===== src/shared/supervision_regs_pkg.sv =====
// Purpose: Shared constants and carriers for the primary supervision
//          register bank.
// Assumes: 16-bit register words, 7-bit register index on the request port.
// Notes:   Offsets are register indices as seen on the serial frame.
package supervision_regs_pkg;

    localparam logic [6:0]  offset_supervision_select   = 7'h08;
    localparam logic [6:0]  offset_scratch_value        = 7'h09;
    localparam logic [6:0]  offset_pin_level_snapshot   = 7'h0a;
    localparam logic [6:0]  offset_clock_check          = 7'h0b;

    localparam logic [15:0] reset_supervision_select    = 16'h0001;
    localparam logic [15:0] reset_scratch_value         = 16'h0001;
    localparam logic [15:0] reset_clock_check           = 16'h0001;

    localparam int          choice_lsb                  = 2;
    localparam int          choice_msb                  = 3;
    localparam int          scratch_lsb                 = 2;
    localparam int          scratch_msb                 = 15;
    localparam int          count_lsb                   = 8;
    localparam int          count_msb                   = 15;
    localparam int          rejected_bit                = 1;
    localparam int          parity_bit                  = 0;
    localparam int          pin_lsb                     = 2;
    localparam int          pin_msb                     = 8;

    localparam logic [1:0]  choice_none                 = 2'h0;
    localparam logic [1:0]  choice_reserved             = 2'h1;
    localparam logic [1:0]  choice_clock                = 2'h2;
    localparam logic [1:0]  choice_dio                  = 2'h3;

    typedef struct packed {
        logic       aux_io_level;
        logic       serial_out_level;
        logic       fault_two_level;
        logic       fault_one_level;
        logic       enable_pin_state;
        logic       inverting_cmd_level;
        logic       noninverting_cmd_level;
    } pin_levels_s;

    typedef struct packed {
        logic       valid;
        logic       write;
        logic [6:0] index;
        logic [15:0] data;
    } reg_request_s;

endpackage


===== src/verilog/odd_parity_word.sv =====
// Purpose: Places the odd parity bit into bit 0 of a 16-bit read word.
// Assumes: Bit 0 of the input is ignored.
// Notes:   Purely combinational.
`timescale 1ns/10ps
module odd_parity_word (
    input  wire logic [15:0] raw_word,
    output logic      [15:0] sealed_word
);
    always_comb begin
        sealed_word    = raw_word;
        sealed_word[0] = ~^raw_word[15:1];
    end
endmodule


===== src/verilog/primary_supervision_pin_status_regs.sv =====
// Purpose: Supervision select, scratch and pin snapshot registers.
// Assumes: Frames are decoded outside; one request pulse per accepted frame.
// Notes:   Read data is registered one cycle after the request.
`timescale 1ns/10ps

// How it works
// - Select field sits at bits 3:2.
// - Codes: none, reserved, clock, digital IO.
// - Selection starts only on verification mode entry.
// - Initial mode entry clears the select field.
// - Reserved bits always read as zero.
// - Bit 1 reports last frame rejected.
// - Bit 0 is odd parity over word.
// - Scratch bits 15:2 store, drive nothing.
// - Bit 8 shows aux IO level.
// - Bit 7 shows serial output level.
// - Bits 6,5 show fault two, one levels.
// - Bit 4 shows enable pin level.
// - Bits 3,2 show inverting, noninverting levels.
// - Clock check count lands in bits 15:8.
module primary_supervision_pin_status_regs (
    input  wire logic                               mclk,
    input  wire logic                               rst,
    input  wire supervision_regs_pkg::reg_request_s request,
    input  wire logic                               frame_rejected,
    input  wire logic                               frame_done,
    input  wire supervision_regs_pkg::pin_levels_s  pins,
    input  wire logic                               enter_verification,
    input  wire logic                               enter_initial,
    input  wire logic                               clock_check_done,
    input  wire logic [7:0]                         clock_check_count,
    output logic [15:0]                             read_data,
    output logic                                    read_valid,
    output logic                                    clock_check_start,
    output logic                                    dio_check_start
);

    typedef struct packed {
        logic [1:0]  verification_choice;
        logic [13:0] scratch_field;
        logic [7:0]  check_count;
        logic        last_frame_rejected;
        supervision_regs_pkg::pin_levels_s pin_snap;
        logic [15:0] read_data;
        logic        read_valid;
        logic        clock_check_start;
        logic        dio_check_start;
    } state_s;

    state_s      cur;
    state_s      next_cur;
    logic        hit_select;
    logic        hit_scratch;
    logic        hit_pins;
    logic        hit_count;
    logic        take_write;
    logic        write_select;
    logic        write_scratch;
    logic        start_clock;
    logic        start_dio;
    logic [6:0]  pin_bits;
    logic [15:0] select_word;
    logic [15:0] scratch_word;
    wire  [15:0] pin_word;
    logic [15:0] count_word;
    logic [15:0] raw_word;
    logic [15:0] sealed_word;

    odd_parity_word u_parity (
        .raw_word    (raw_word),
        .sealed_word (sealed_word)
    );

    // Index decode shared by the read path and the write path.
    always_comb begin
        hit_select  = 1'b0;
        hit_scratch = 1'b0;
        hit_pins    = 1'b0;
        hit_count   = 1'b0;
        if (request.index ==
            supervision_regs_pkg::offset_supervision_select) begin
            hit_select = 1'b1;
        end else if (request.index ==
                     supervision_regs_pkg::offset_scratch_value) begin
            hit_scratch = 1'b1;
        end else if (request.index ==
                     supervision_regs_pkg::offset_pin_level_snapshot) begin
            hit_pins = 1'b1;
        end else if (request.index ==
                     supervision_regs_pkg::offset_clock_check) begin
            hit_count = 1'b1;
        end
        take_write    = request.valid && request.write;
        // Only the two host fields have write enables.
        write_select  = take_write && hit_select;
        write_scratch = take_write && hit_scratch;
    end

    // Function armed by the stored choice; reserved and none arm nothing.
    always_comb begin
        start_clock = 1'b0;
        start_dio   = 1'b0;
        case (cur.verification_choice)
            supervision_regs_pkg::choice_clock: begin
                start_clock = 1'b1;
            end
            supervision_regs_pkg::choice_dio: begin
                start_dio = 1'b1;
            end
            default: begin
                start_clock = 1'b0;
                start_dio   = 1'b0;
            end
        endcase
    end

    // Pin levels placed bit by bit into their field.
    assign pin_bits = cur.pin_snap;
    for (genvar b = supervision_regs_pkg::pin_lsb;
         b <= supervision_regs_pkg::pin_msb;
         b++) begin : g_pin_field
        assign pin_word[b] = pin_bits[b - supervision_regs_pkg::pin_lsb];
    end
    assign pin_word[15:supervision_regs_pkg::pin_msb + 1] = '0;
    assign pin_word[supervision_regs_pkg::pin_lsb - 1:0]  = '0;

    always_comb begin
        select_word  = 16'h0000;
        scratch_word = 16'h0000;
        count_word   = 16'h0000;
        select_word[supervision_regs_pkg::choice_msb:
                    supervision_regs_pkg::choice_lsb] =
            cur.verification_choice;
        scratch_word[supervision_regs_pkg::scratch_msb:
                     supervision_regs_pkg::scratch_lsb] =
            cur.scratch_field;
        count_word[supervision_regs_pkg::count_msb:
                   supervision_regs_pkg::count_lsb] =
            cur.check_count;
    end

    // Unmapped indices answer an all-zero word with flag and parity.
    always_comb begin
        raw_word = 16'h0000;
        if (hit_select) begin
            raw_word = select_word;
        end else if (hit_scratch) begin
            raw_word = scratch_word;
        end else if (hit_pins) begin
            raw_word = pin_word;
        end else if (hit_count) begin
            raw_word = count_word;
        end
        raw_word[supervision_regs_pkg::rejected_bit] =
            cur.last_frame_rejected;
    end

    always_comb begin
        next_cur                   = cur;
        next_cur.read_valid        = 1'b0;
        next_cur.clock_check_start = 1'b0;
        next_cur.dio_check_start   = 1'b0;
        // Pin levels are sampled every cycle.
        next_cur.pin_snap = pins;
        if (clock_check_done) begin
            next_cur.check_count = clock_check_count;
        end
        if (request.valid) begin
            next_cur.read_valid = 1'b1;
            next_cur.read_data  = sealed_word;
        end
        if (write_select) begin
            next_cur.verification_choice =
                request.data[supervision_regs_pkg::choice_msb:
                             supervision_regs_pkg::choice_lsb];
        end
        if (write_scratch) begin
            next_cur.scratch_field =
                request.data[supervision_regs_pkg::scratch_msb:
                             supervision_regs_pkg::scratch_lsb];
        end
        if (frame_done) begin
            next_cur.last_frame_rejected = frame_rejected;
        end
        // Starts fire only on entry into the verification mode.
        if (enter_verification) begin
            next_cur.clock_check_start = start_clock;
            next_cur.dio_check_start   = start_dio;
        end
        // Entry into the initial mode wins over a same-cycle write.
        if (enter_initial) begin
            next_cur.verification_choice =
                supervision_regs_pkg::choice_none;
        end
        // Synchronous reset overrides every update above.
        if (rst) begin
            next_cur = '0;
            next_cur.verification_choice =
                supervision_regs_pkg::reset_supervision_select[
                    supervision_regs_pkg::choice_msb:
                    supervision_regs_pkg::choice_lsb];
            next_cur.scratch_field =
                supervision_regs_pkg::reset_scratch_value[
                    supervision_regs_pkg::scratch_msb:
                    supervision_regs_pkg::scratch_lsb];
            next_cur.check_count =
                supervision_regs_pkg::reset_clock_check[
                    supervision_regs_pkg::count_msb:
                    supervision_regs_pkg::count_lsb];
        end
    end

    always_ff @(posedge mclk) begin
        cur <= next_cur;
    end

    // Outputs are taken straight from the state register.
    always_comb begin
        read_data         = cur.read_data;
        read_valid        = cur.read_valid;
        clock_check_start = cur.clock_check_start;
        dio_check_start   = cur.dio_check_start;
    end

endmodule

===== config.mk =====
export PLATFORM = sky130hd
export DESIGN_NAME = primary_supervision_pin_status_regs
export DESIGN_NICKNAME = d
export VERILOG_FILES = /design/src/shared/supervision_regs_pkg.sv /design/src/verilog/odd_parity_word.sv /design/src/verilog/primary_supervision_pin_status_regs.sv
export SDC_FILE = /design/constraint.sdc
export NUM_CORES = 1
export LEC_CHECK = 0
export ABC_AREA = 1
export BUFFER_PORTS_ARGS = -buffer_cell sky130_fd_sc_hd__buf_2
export CORE_MARGIN = 5
export CORE_UTILIZATION = 53
export CTS_CLUSTER_SIZE = 12
export DETAILED_ROUTE_END_ITERATION = 6
export GPL_ROUTABILITY_DRIVEN = 0
export PLACE_DENSITY = 0.79
export SYNTH_ARGS = -nofsm -noshare
export SYNTH_HDL_FRONTEND = slang
export SYNTH_HIERARCHICAL = 1
export SYNTH_SLANG_ARGS = --single-unit

===== constraint.sdc =====
create_clock -name mclk -period 2.1 [get_ports mclk]
set_clock_uncertainty 0.05 [all_clocks]
set_input_delay 0.21 -clock mclk [delete_from_list [all_inputs] [get_ports mclk]]
set_output_delay 0.21 -clock mclk [all_outputs]
set_load 0.1 [all_outputs]

; ---- Word-level counts from Yosys, hierarchy flattened
; Cells that the tools add are included.
[totals]
register_bits = 51
elab_cells = 45
[classes]
n_eq_ne = 6
bitwise_logic = 1
n_reduce_logical = 6
muxes = 17
[op_table]
columns = operator, n
row1 = $mux 16, 4
row2 = $eq 7x4->1 const B, 4
row3 = $reduce_xnor 15->1, 1
row4 = $mux 1, 13
row5 = $eq 2x2->1 const B, 2
row6 = $reduce_or 2->1, 2
row7 = $logic_and 1x1->1, 3
row8 = $not 1->1, 1

; ---- Depth between registers and ports, before layout
[depth]
ltp_word = 10
depth_mapped = 19
ltp_nobuf = 19

; ---- Cells and area by module
; The synthesis kept the hierarchy.
[modules_own_cells]
columns = module, instances, cells_each, area_each_um2
row1 = primary_supervision_pin_status_regs, 1, 312, 2233.4
row2 = odd_parity_word, 1, 111, 491.7

; ---- Least setup slack after synthesis
; No wires, ideal clock.
[synth_path]
path_type = input to register
startpoint = input port request[18] (netlist bit)
endpoint = register cur, in the netlist read_data[0]
arrival_ns = 1.688
path_stages = 17
setup_time_ns = 0.116
path_slack_ns = 0.246
path_cell_list = inv_1 -> nand2_2 -> nor2_4 -> nand2_1 -> clkbuf_1 -> o21ai_0 -> inv_1 -> nand2_2 -> nand2_2 -> nor2_1 -> nor2_1 -> nand2_1 -> nand2_1 -> nand2_1 -> nand2_1 -> nor2_1 -> nor2_1
[synth_between]
elab_chain_cells = 10
[synth_rtl]
columns = item, line
row1 = start: declaration, primary_supervision_pin_status_regs.sv:24  ; input wire supervision_regs_pkg::reg_request_s request,
row2 = $eq 7x4->1, primary_supervision_pin_status_regs.sv:89  ; end else if (request.index ==
row3 = $mux 1, primary_supervision_pin_status_regs.sv:89
row4 = $mux 1, primary_supervision_pin_status_regs.sv:86  ; end else if (request.index ==
row5 = $mux 1, primary_supervision_pin_status_regs.sv:83  ; end else if (request.index ==
row6 = $mux 1, primary_supervision_pin_status_regs.sv:80  ; if (request.index ==
row7 = $mux 16, primary_supervision_pin_status_regs.sv:151  ; end else if (hit_count) begin
row8 = $mux 16, primary_supervision_pin_status_regs.sv:149  ; end else if (hit_pins) begin
row9 = $mux 16, primary_supervision_pin_status_regs.sv:147  ; end else if (hit_scratch) begin
row10 = $mux 16 *, primary_supervision_pin_status_regs.sv:145  ; if (hit_select) begin
row11 = via raw_word[11], primary_supervision_pin_status_regs.sv:66  ; logic [15:0] raw_word;
row12 = $reduce_xnor 15->1 *, odd_parity_word.sv:11  ; sealed_word[0] = ~^raw_word[15:1];
row13 = via sealed_word[0], primary_supervision_pin_status_regs.sv:67  ; logic [15:0] sealed_word;
row14 = end signal: assignment, primary_supervision_pin_status_regs.sv:214  ; cur <= next_cur;
row15 = end: declaration, primary_supervision_pin_status_regs.sv:50  ; state_s cur;
; Mark *: on every way through the listed nets, which the timed path passes. The rest lies on a longest branch.
; A chain may end at the register's enable or synchronous reset.

; ---- Worst setup path in the final report
; Same ends and word-level chain as after synthesis.

==> metrics.txt <==
result of the run finished clean; initial core utilization 54.0%; CP peak stage delay 0.39 ns; Power Density 649 nW/um^2; CTS tree yes; die boundary width 81.7 um; required time worst endpoint 2.25 ns; wire length of the first global-routing pass 9430 um; core area 5040 um^2; Hold/Removal Path Class input pin to flip-flop; remaining max-slew budget at the tightest pin 67.4%; Iter 0 DRT Violations 125; total standard cell area after synthesis 2720 um^2; crit-path max FO 12; Core Util, Final 61.0%; Synth Net Count 469; register share of total power 51.0%; Mapped Cells 422; final worst-path cycle share 86.1%; H-tree levels 2; WL/cell 10.2 um; CTS buffer count 5; Worst EP arrival 1.96 ns; Setup Crit Path Kind input pin to flip-flop; number of top-level pins 66; unrepaired setup endpoints after global routing no; port buffer count 63; Max Cap Violations 0; Remaining Overflow, GRT 0; CP endpoint kind flip-flop; clock root buffer clkbuf_8; maximum ir drop on the vdd rail 450 uV; crit-path cells buf_2 > inv_1 > nand2_2 > nor2_4 > nand2_1 > o21ai_0 > inv_1 > nand2_1 > nand2_2 > nor2_1 > nor2_1 > nand2_1 > nand2_1 > nand2_1 > nand2_1 > nor2_1 > nor2_1; Final ANT Viol Nets 0; share of final-layout standard cells stronger than drive strength 1 23.9%; final routed wirelength across all metal layers 5500 um; ratio of routed vias to standard cells 4.54; largest net degree at the start of global routing 40; DIE HEIGHT 81.7 um; Detail Placement HPWL 4130 um; insertion delay of the later-clocked pin in the worst-skew pair 0.31 ns; category of cells accounting for the largest share of critical-path delay simple AND/OR/NAND/NOR gates; number of failing hold endpoints at the final stage 0; CTS clk-pin slew, worst paths 0.09 ns; NetSw 560 uW; post-layout min period 1.81 ns; number of iterations in the first detailed-routing pass 4; Tot GR Track Use 18.1%; number of warnings issued by yosys 6; Resized Gates After CTS 0; final count of pins violating max slew 0; leakage power 0.00167 uW; Crit path top cell by count nand2_1; Filler Cell Count 486; startpoint type of the worst setup path input pin; combined area of the multi-input logic cells 1200 um^2; transition time at the pin with the least slew margin 0.492 ns; combinational group share of total power 15.1%; Clk pwr share 33.9%; total internal power 1440 uW; setup TNS after final layout 0 ns; largest buffer count on any clock path 2; Die Footprint 6670 um^2; std cell rows 26; area overhead of the layout relative to synthesis 13.0%; number of antenna violations at the first check in global routing 0; Avg Inst Size Synth 6.45 um^2; Achievable Freq 553 MHz; final setup violating endpoints 0; vias post-DR 2445; fin nets 514; post-CTS setup buffers 0; number of clock sinks seen by CTS 51; count of antenna diodes in the layout 0; CTS hold repair buffers 0; Reg area 1020 um^2; count of buffer and inverter cells on the critical path 3; number of global-route vias before repair 2254; cell at the slowest stage of the critical path o21ai_0; switching share of power 28.1%; DRC viols 0
==> placed cells by master, fill, tap and decap left out <==
| cell type | n |
|---|---|
| nand2_4 | 1 |
| dfxtp_1 | 51 |
| nor2_1 | 92 |
| o21ai_0 | 36 |
| clkbuf_8 | 5 |
| inv_2 | 5 |
| buf_4 | 18 |
| clkinv_4 | 1 |
| bufinv_16 | 1 |
| nor2_8 | 1 |
| nand3_4 | 1 |
| nor4_1 | 2 |
| nor3_2 | 2 |
| inv_1 | 48 |
| nand2_1 | 100 |
| nand2_2 | 12 |
| buf_2 | 63 |
| clkinv_1 | 1 |
| nand3_1 | 24 |
| and2_1 | 1 |
| nor2_4 | 1 |
| clkinv_2 | 1 |
| a21oi_1 | 1 |
==> path summary, 6_finish.rpt <==
check,endpoint,slack (ns),depth (start not counted),from
worst min-delay path,cur[26],0.03,2,frame_done
worst max register to register,read_data[0],0.47,13,cur[48]
worst min register to register,clock_check_start,0.43,1,cur[49]
worst max-delay path,read_data[0],0.29,17,request[18]
==> final cells by class <==
type	count	share of cell area, %
repair buffers	81	14.7
multi-input cells	274	39.0
clock inverters	3	1.42
clock buffers	5	2.24
inverters	54	6.59
flip-flops and latches	51	33.2
well taps	70	2.85
==> power groups by stage <==
stage	registers (uW)	logic (uW)	clock network (uW)
after floorplan	1040	237	0
after global placement	1040	299	0
after detailed placement	1040	303	0
after CTS	1020	304	699
after global routing	1020	327	745
final	1020	302	676
==> registers in the layout (all words and copies together) (netlist names) <==
signal,flops
clock_check_start,1
count_word,8
cur,24
dio_check_start,1
read_data,16
read_valid,1
==> metal layers <==
layer,GRT usage [%],vias to the layer above,part of all wire [%]
met5,0,-,0
met4,5.98,0,1.3
met3,4.61,7,5.4
met2,31.8,48,48
met1,21.6,1056,45
li1,-,1334,-
==> per-stage QoR <==
step / area [um^2] / power (uW) / hold slack (ns) / setup WS, ns / std cells
floorplan: 2720 / 1280 / 0.253 / 0.246 / 422
global placement: 2960 / 1340 / 0.352 / 0.0631 / 530
detailed placement: 2960 / 1340 / 0.356 / -0.0600 / 530
CTS: 3070 / 2020 / 0.0236 / 0.269 / 538
global route: 3070 / 2100 / 0.0197 / 0.0235 / 538
finish: 3070 / 2000 / 0.0335 / 0.292 / 538
Power figures use the tool's default switching activity.
